$ cat src/verilog/ssr_pkg.sv
// Shared types and constants for the status service request logic
package ssr_pkg;
   localparam int unsigned SSR_SB_W      = 8;      // Status byte width
   localparam int unsigned SSR_OP_W      = 16;     // Operation registers width
   localparam int unsigned SSR_SB_OPS    = 7;      // Operation summary position
   localparam int unsigned SSR_SB_RQS    = 6;      // Request service position
   localparam int unsigned SSR_SB_MAV    = 4;      // Message available position
   localparam int unsigned SSR_OP_MEAS   = 4;      // Single measurement bit
   localparam int unsigned SSR_OP_SWEEP  = 3;      // List sweep bit
   localparam int unsigned SSR_OP_CORR   = 0;      // Correction measurement bit
   localparam logic [7:0]  SSR_SRE_RST   = 8'h00;  // Request mask after reset
   localparam logic [7:0]  SSR_SRE_USED  = 8'hb0;  // Mask bits that take effect
   localparam logic [15:0] SSR_OEN_RST   = 16'h0000; // Event mask after reset
   localparam logic [15:0] SSR_OP_LIVE   = 16'h0019; // Implemented op bits
   localparam logic [15:0] SSR_OEV_RST   = 16'h0000; // Event latch after reset

   // Host command strobes with their data
   typedef struct packed {
      logic        wr_sre;     // Write request enable mask
      logic        wr_oen;     // Write operation event enable mask
      logic [15:0] wdata;      // Written value
      logic        rd_cond;    // Query condition register
      logic        rd_event;   // Query event latch (clears it)
      logic        rd_stb;     // Status byte query
      logic        spoll;      // Serial poll
   } ssr_cmd_t;

   // Live device state inputs
   typedef struct packed {
      logic meas;              // Single measurement running
      logic sweep;             // List sweep running
      logic corr;              // Correction measurement running
      logic mav;               // Output data waiting
   } ssr_live_t;
endpackage

$ cat src/verilog/ssr_status_top.sv
// Status byte, service request enable and host query handling
`timescale 1ns/1ps
`default_nettype none
// How it works
// - Enabled set status bits raise service request
// - Eight-bit request mask maps onto status byte
// - Request mask is zero after reset
// - Status bit six cannot be masked
// - Status bits 0-3 read zero, masks inert
// - Enabled operation events summarise into bit seven
// - Condition register follows state; unused bits zero
// - Condition bit four shows measurement running
// - Condition bit three shows sweep running
// - Condition bit zero shows correction running
// - Condition query leaves register unchanged
// - Sixteen event bits pair with condition bits
// - Event set only on falling condition
// - Event bits mark measurement/sweep/correction completion
// - Event query returns then clears, bit seven drops
// - Bit seven set by any enabled event
// - Event enable mask sixteen bits, own command
// - Poll shows and clears RQS; query shows MSS
// - Bit four shows waiting data, poll keeps it
module ssr_status_top
   import ssr_pkg::*;
(
   input  wire logic      i_mclk,     // 40 MHz clock
   input  wire logic      i_sys_rst,  // Synchronous reset, active high
   input  wire ssr_cmd_t  i_cmd,      // Host command strobes
   input  wire ssr_live_t i_live,     // Live device state
   output logic [15:0]    o_rdata,    // Answer to the last query
   output logic           o_rvalid,   // One-cycle answer strobe
   output logic           o_srq       // Service request line
);
   typedef enum logic [1:0] {ST_IDLE, ST_ANSWER} ssr_phase_t;

   // All top state in one record
   typedef struct packed {
      ssr_phase_t  phase;   // Answer phase
      logic [7:0]  sre;     // Request enable mask
      logic        rqs;     // Request service flag
      logic        mss_q;   // Previous master summary
      logic [15:0] rdata;   // Answer data
      logic        rvalid;  // Answer strobe
   } ssr_top_t;

   ssr_top_t    st_ff;    // Registered state
   ssr_top_t    nxt_st;   // Next state
   logic [15:0] cond_w;   // Condition register
   logic [15:0] event_w;  // Event latch
   logic [15:0] oen_w;    // Event enable mask
   logic        ops_w;    // Operation summary
   logic        mss_w;    // Master summary
   logic [7:0]  stb_w;    // Status byte without bit 6

   // Operation status group
   ssr_op_group u_opg (
      .i_mclk     (i_mclk),
      .i_sys_rst  (i_sys_rst),
      .i_live     (i_live),
      .i_wr_oen   (i_cmd.wr_oen),
      .i_wdata    (i_cmd.wdata),
      .i_rd_event (i_cmd.rd_event),
      .o_cond     (cond_w),
      .o_event    (event_w),
      .o_oen      (oen_w),
      .o_summary  (ops_w)
   );

   // Status byte; low nibble is hardwired zero
   function automatic logic [7:0] ssr_stb(input logic ops, input logic mav);
      logic [7:0] b;
      b = 8'h00;
      b[SSR_SB_OPS] = ops;
      b[SSR_SB_MAV] = mav;
      return b;
   endfunction

   always_comb begin
      stb_w = ssr_stb(ops_w, i_live.mav);
   end

   // Master summary path
   ssr_srq_gen u_srq (
      .i_stb_low (stb_w),
      .i_sre     (st_ff.sre),
      .o_mss     (mss_w)
   );

   // Next state
   always_comb begin
      nxt_st = st_ff;
      nxt_st.rvalid = 1'b0;
      nxt_st.phase  = ST_IDLE;
      nxt_st.mss_q  = mss_w;
      if (i_cmd.wr_sre) begin
         nxt_st.sre = i_cmd.wdata[7:0];
      end
      // Poll clears the flag; a new rising summary in that cycle still sets it
      if (i_cmd.spoll) begin
         nxt_st.rqs = 1'b0;
      end
      if (mss_w && !st_ff.mss_q) begin
         nxt_st.rqs = 1'b1;
      end
      case (st_ff.phase)
         ST_IDLE, ST_ANSWER: begin
            // One query per cycle; poll wins, then status byte, then registers
            if (i_cmd.spoll) begin
               nxt_st.rdata = {8'h00, stb_w | ({7'h00, st_ff.rqs} << SSR_SB_RQS)};
               nxt_st.rvalid = 1'b1;
               nxt_st.phase  = ST_ANSWER;
            end else if (i_cmd.rd_stb) begin
               nxt_st.rdata = {8'h00, stb_w | ({7'h00, mss_w} << SSR_SB_RQS)};
               nxt_st.rvalid = 1'b1;
               nxt_st.phase  = ST_ANSWER;
            end else if (i_cmd.rd_cond) begin
               nxt_st.rdata = cond_w;
               nxt_st.rvalid = 1'b1;
               nxt_st.phase  = ST_ANSWER;
            end else if (i_cmd.rd_event) begin
               nxt_st.rdata = event_w;
               nxt_st.rvalid = 1'b1;
               nxt_st.phase  = ST_ANSWER;
            end
         end
         default: begin
            nxt_st.phase = ST_IDLE;
         end
      endcase
   end

   // State register
   always_ff @(posedge i_mclk) begin
      if (i_sys_rst) begin
         st_ff <= '{phase: ST_IDLE, sre: SSR_SRE_RST, rqs: 1'b0, mss_q: 1'b0,
                    rdata: 16'h0000, rvalid: 1'b0};
      end else begin
         st_ff <= nxt_st;
      end
   end

   // Outputs straight from flip-flops
   assign o_rdata  = st_ff.rdata;
   assign o_rvalid = st_ff.rvalid;
   assign o_srq    = st_ff.rqs;

   chk_sre_reset: assert property (@(posedge i_mclk)
      $fell(i_sys_rst) |-> st_ff.sre == SSR_SRE_RST)
      else $error("mask not zero after reset");
   chk_srq_raise: assert property (@(posedge i_mclk) disable iff (i_sys_rst)
      (mss_w && !st_ff.mss_q) |=> o_srq)
      else $error("request not raised");
   chk_poll_clears: assert property (@(posedge i_mclk) disable iff (i_sys_rst)
      (i_cmd.spoll && !(mss_w && !st_ff.mss_q)) |=> !o_srq ##0 o_rvalid)
      else $error("poll did not clear request");
   chk_low_nibble: assert property (@(posedge i_mclk) disable iff (i_sys_rst)
      (o_rvalid && $past(i_cmd.spoll || i_cmd.rd_stb)) |-> o_rdata[3:0] == 4'h0)
      else $error("low status bits not zero");
   chk_bit6_inert: assert property (@(posedge i_mclk) disable iff (i_sys_rst)
      (st_ff.sre == 8'h40) |-> !mss_w)
      else $error("bit six mask took effect");
   chk_cond_query: assert property (@(posedge i_mclk) disable iff (i_sys_rst)
      (i_cmd.rd_cond && !i_cmd.spoll && !i_cmd.rd_stb) |=> o_rdata == $past(cond_w))
      else $error("condition answer wrong");
   chk_event_clear: assert property (@(posedge i_mclk) disable iff (i_sys_rst)
      (i_cmd.rd_event && cond_w == 16'h0000 && i_live == '0) |=> !ops_w)
      else $error("summary not cleared by event query");

   cov_poll: cover property (@(posedge i_mclk) o_srq ##1 i_cmd.spoll);
   cov_event: cover property (@(posedge i_mclk) ops_w ##1 i_cmd.rd_event);
   cov_stb: cover property (@(posedge i_mclk) mss_w && i_cmd.rd_stb);
endmodule
`default_nettype wire

$ cat src/verilog/ssr_op_group.sv
// Operation status group: condition, negative-edge event latch, summary
`timescale 1ns/1ps
`default_nettype none
module ssr_op_group
   import ssr_pkg::*;
(
   input  wire logic              i_mclk,      // System clock
   input  wire logic              i_sys_rst,   // Synchronous reset
   input  wire ssr_live_t         i_live,      // Live device state
   input  wire logic              i_wr_oen,    // Write event enable mask
   input  wire logic [15:0]       i_wdata,     // Mask data
   input  wire logic              i_rd_event,  // Event query, clears latch
   output logic [15:0]            o_cond,      // Condition register
   output logic [15:0]            o_event,     // Event latch
   output logic [15:0]            o_oen,       // Event enable mask
   output logic                   o_summary    // Status byte bit 7 source
);
   // All state of this group in one record
   typedef struct packed {
      logic [15:0] cond;
      logic [15:0] evt;
      logic [15:0] oen;
   } ssr_opg_t;

   ssr_opg_t st_ff;   // Registered state
   ssr_opg_t nxt_st;  // Next state
   logic [15:0] live_w; // Live condition word

   // Unused positions are forced low so they can never make an event
   always_comb begin
      live_w = '0;
      live_w[SSR_OP_MEAS]  = i_live.meas;
      live_w[SSR_OP_SWEEP] = i_live.sweep;
      live_w[SSR_OP_CORR]  = i_live.corr;
      live_w = live_w & SSR_OP_LIVE;
   end

   // Next state
   always_comb begin
      nxt_st = st_ff;
      nxt_st.cond = live_w;
      // Read clears first, then new falls set: an edge during the read survives
      if (i_rd_event) begin
         nxt_st.evt = '0;
      end
      nxt_st.evt = nxt_st.evt | (st_ff.cond & ~live_w);
      if (i_wr_oen) begin
         nxt_st.oen = i_wdata;
      end
   end

   // State register
   always_ff @(posedge i_mclk) begin
      if (i_sys_rst) begin
         st_ff <= '{cond: 16'h0000, evt: SSR_OEV_RST, oen: SSR_OEN_RST};
      end else begin
         st_ff <= nxt_st;
      end
   end

   assign o_cond    = st_ff.cond;
   assign o_event   = st_ff.evt;
   assign o_oen     = st_ff.oen;
   assign o_summary = |(st_ff.evt & st_ff.oen);

   chk_event_on_fall: assert property (@(posedge i_mclk) disable iff (i_sys_rst)
      (st_ff.cond[SSR_OP_MEAS] && !live_w[SSR_OP_MEAS]) |=> st_ff.evt[SSR_OP_MEAS])
      else $error("fall did not set event");
   chk_no_rise_evt: assert property (@(posedge i_mclk) disable iff (i_sys_rst)
      (!st_ff.evt[SSR_OP_SWEEP] && $rose(st_ff.cond[SSR_OP_SWEEP])
       && live_w[SSR_OP_SWEEP] && !i_rd_event)
      |=> !st_ff.evt[SSR_OP_SWEEP])
      else $error("rise set event");
   chk_cond_zeros: assert property (@(posedge i_mclk) disable iff (i_sys_rst)
      (st_ff.cond & ~SSR_OP_LIVE) == 16'h0000)
      else $error("reserved condition bit set");
   chk_event_hold: assert property (@(posedge i_mclk) disable iff (i_sys_rst)
      (!i_rd_event && st_ff.evt[SSR_OP_CORR]) |=> st_ff.evt[SSR_OP_CORR])
      else $error("event bit lost");
endmodule
`default_nettype wire

$ cat src/verilog/ssr_srq_gen.sv
// Service request generation from status byte and request mask
`timescale 1ns/1ps
`default_nettype none
module ssr_srq_gen
   import ssr_pkg::*;
(
   input  wire logic [7:0] i_stb_low,  // Status byte without bit 6
   input  wire logic [7:0] i_sre,      // Stored request enable mask
   output logic            o_mss       // Master summary
);
   // Bit 6 and bits 0..3 of the mask are stored but never used
   assign o_mss = |(i_stb_low & i_sre & SSR_SRE_USED);
endmodule
`default_nettype wire

$ cat config.mk
export PLATFORM = sky130hd
export DESIGN_NAME = ssr_status_top
export DESIGN_NICKNAME = d
export VERILOG_FILES = /design/src/verilog/ssr_pkg.sv /design/src/verilog/ssr_status_top.sv /design/src/verilog/ssr_op_group.sv /design/src/verilog/ssr_srq_gen.sv
export SDC_FILE = /design/constraint.sdc
export NUM_CORES = 1
export LEC_CHECK = 0
export BUFFER_PORTS_ARGS = -buffer_cell sky130_fd_sc_hd__buf_2
export CORE_MARGIN = 3
export CORE_UTILIZATION = 45
export CTS_BUF_LIST = sky130_fd_sc_hd__clkbuf_4
export DETAILED_ROUTE_END_ITERATION = 10
export HOLD_SLACK_MARGIN = 0.12
export MAX_ROUTING_LAYER = met4
export PLACE_DENSITY = 0.76
export SYNTH_ARGS = -nofsm -noshare
export SYNTH_HDL_FRONTEND = slang
export SYNTH_HIERARCHICAL = 1
export SYNTH_SLANG_ARGS = --single-unit
$ cat constraint.sdc
create_clock -name i_mclk -period 3.3 [get_ports i_mclk]
set_clock_uncertainty 0.1 [all_clocks]
set_input_delay 0 -clock i_mclk [delete_from_list [all_inputs] [get_ports i_mclk]]
set_output_delay 0 -clock i_mclk [all_outputs]
set_load 0.005 [all_outputs]
==> impl_metrics.csv <==
group,metric,value,unit
outcome,status,"completed",
worst_setup_path,cpMaxStageDelayCell,"dlygate4sd3_1",
synth,synthesis.area,1680,µm²
worst_setup_path,path_cells,"dlygate4sd3_1 -> buf_2 -> o21ai_0 -> dlygate4sd3_1 -> a21oi_1 -> dlygate4sd3_1",
placed_design,gp_congestion,0.772,
synth,synthCells,197,
flow_run,drv_cap,0,
die,initial_utilization,48.3,%
die,rows,21,
routing,firstDrtPassIters,6,
routing,drc,0,
layout,n_fill_cell,335,
worst_setup_path,worstSetupPathType,"primary input to register",
worst_setup_path,cp_top_family,"buffers and inverters",
power_and_ir_drop,power.density,374,nW/µm²
layout,layout.nets,267,
power_and_ir_drop,peakVddDrop,0.215,mV
timing,finalSetupViolCount,0,
clock_tree,postCtsSetupBuffers,0,
die,core-area,3470,µm²
timing,slew_violations,0,
layout,area_delta_synth_final,15.9,%
clock_tree,cts.clk_slew.worst_paths,0.10,ns
worst_setup_path,slowest_delay,0.58,ns
grt,grt_pass1_vias,1130,
timing,timing.hold.ws,0.226,ns
clock_tree,cts.sinks,31,
timing,min_period_over_period,58.9,%
layout,post-route-util,56.0,%
die,die_area,4490,µm²
worst_setup_path,arrival,2.07,ns
timing,setup_tns,0,ns
routing,num_vias,1217,
synth,yosysWarningCount,6,
timing,post-route-min-period,1.94,ns
routing,wl,3.08,mm
layout,n_antenna_cell,0,
worst_setup_path,required,3.43,ns
die,die_y,67.0,µm
routing,dr.first_iter.drc_count,43,
worst_hold_path,min_path_type,"primary input to register",
timing,relSlewSlack,63.3,%
worst_setup_path,crit_fanout,8,
grt,grt_pass1_wl,5.22,mm
grt,overflow,0,
placed_design,hpwl,1.69,mm
routing,antenna_left,0,
clock_tree,cts_buffers,5,
power_and_ir_drop,power.leakage,0.941,nW
timing,fmax,514,MHz
worst_setup_path,endpoint_kind,"register",
timing,finalHoldViolCount,0,
timing,rsz0062_at_grt,"no",
placed_design,dp_slack,1.49,ns
worst_setup_path,crit_top_cell,"dlygate4sd3_1",
timing,worstMarginPinSlew,0.551,ns
synth,syn_area_per_cell,8.51,µm²
grt,grt_max_degree,34,
die,fp.dieW,67.0,µm
worst_setup_path,crit_buf_inv,4,
clock_tree,htree_levels,2,
layout,drive_above_1_share,17.1,%
placed_design,port-buffer-count,34,
clock_tree,clk_latency,0.33,ns
routing,routedWlPerCell,10.8,µm
worst_setup_path,crit_path_start_kind,"primary input",
timing,setup_ws,1.36,ns
clock_tree,cts-root-buf,"clkbuf_4",
clock_tree,tritoncts,"built",
die,ios,46,
grt,grt_use_total,16.2,%
routing,via_per_inst,4.26,
grt,antenna_found_initial,0,
clock_tree,clockBufferDepth,2,
[cell type report]
| type | instances | area (µm²) | area share, % |
|---|---|---|---|
| Multi-Input combinational cell | 133 | 721 | 37.1 |
| Sequential cell | 31 | 621 | 31.9 |
| Timing Repair Buffer | 65 | 480 | 24.7 |
| Tap cell | 46 | 57.6 | 2.96 |
| Clock buffer | 5 | 37.5 | 1.93 |
| Clock inverter | 3 | 15.0 | 0.773 |
| Inverter | 3 | 11.3 | 0.580 |
[registers in the layout, summed over array words and instances (netlist names)]
signal         count
u_opg/o_cond       3
o_rvalid           1
o_srq              1
o_rdata           16
u_opg/o_event      3
u_opg/o_oen        3
st_ff              4
[per-stage QoR]
stage	cell area, µm²	cells	power, mW
finish	1940	286	0.727
global route	1940	286	0.771
CTS	1940	286	0.736
detailed placement	1580	247	0.489
global placement	1580	247	0.487
floorplan	1770	222	0.500
[tightest hold or removal path, delay by kind of cell]
kind | cells | cell delay [ns]
buf+inv | 1 | 0.27
compound gates | 1 | 0.13
simple gates | 1 | 0.22
[per-layer routing]
metal | vias up | global-route usage [%] | wire (µm)
li1 | 655 | - | -
met4 | 0 | 5.82 | 29
met5 | - | - | 0
met1 | 521 | 18.9 | 1440
met3 | 4 | 6.91 | 199
met2 | 37 | 24.9 | 1410
[power breakdown]
group	switching, mW	leakage, nW	internal [mW]
combinational	0.0523	0.661	0.0641
sequential	0.00823	0.254	0.389
clock	0.135	0.0263	0.0780
total	0.196	0.941	0.532
[cell usage in the layout (no fill, tap or decap)]
cell and count:
a21oi_1 20, a222oi_1 2, buf_2 34, clkbuf_4 5
clkinv_1 2, clkinvlp_4 1, conb_1 27, dfxtp_1 31
dlygate4sd3_1 31, inv_1 3, mux2i_1 21, nand2_1 8
nand2b_1 8, nor2_1 34, nor2b_1 4, nor4_1 1
o21ai_0 5, o22ai_1 1, o31ai_1 1, or3_4 1
[path summary, 6_finish.rpt]
path,cells after the start,slack (ns),startpoint,to
worst max-delay path,6,1.36,i_cmd[1],o_rdata[4]
worst min-delay path,3,0.23,i_cmd[2],u_opg/o_event[3]
worst max register to register,4,1.44,u_opg/o_oen[0],u_opg/o_oen[0]
worst min register to register,2,0.36,o_rdata[6],o_rdata[6]
[timing repair]
| item | CTS | global route |
|---|---|---|
| hold endpoints to repair | 31 | 0 |
| resized for setup | 0 | 0 |
| endpoints found under the setup margin | 0 | 0 |
| hold buffers | 31 | 0 |
Note: power is estimated with default switching activity, not from simulation.
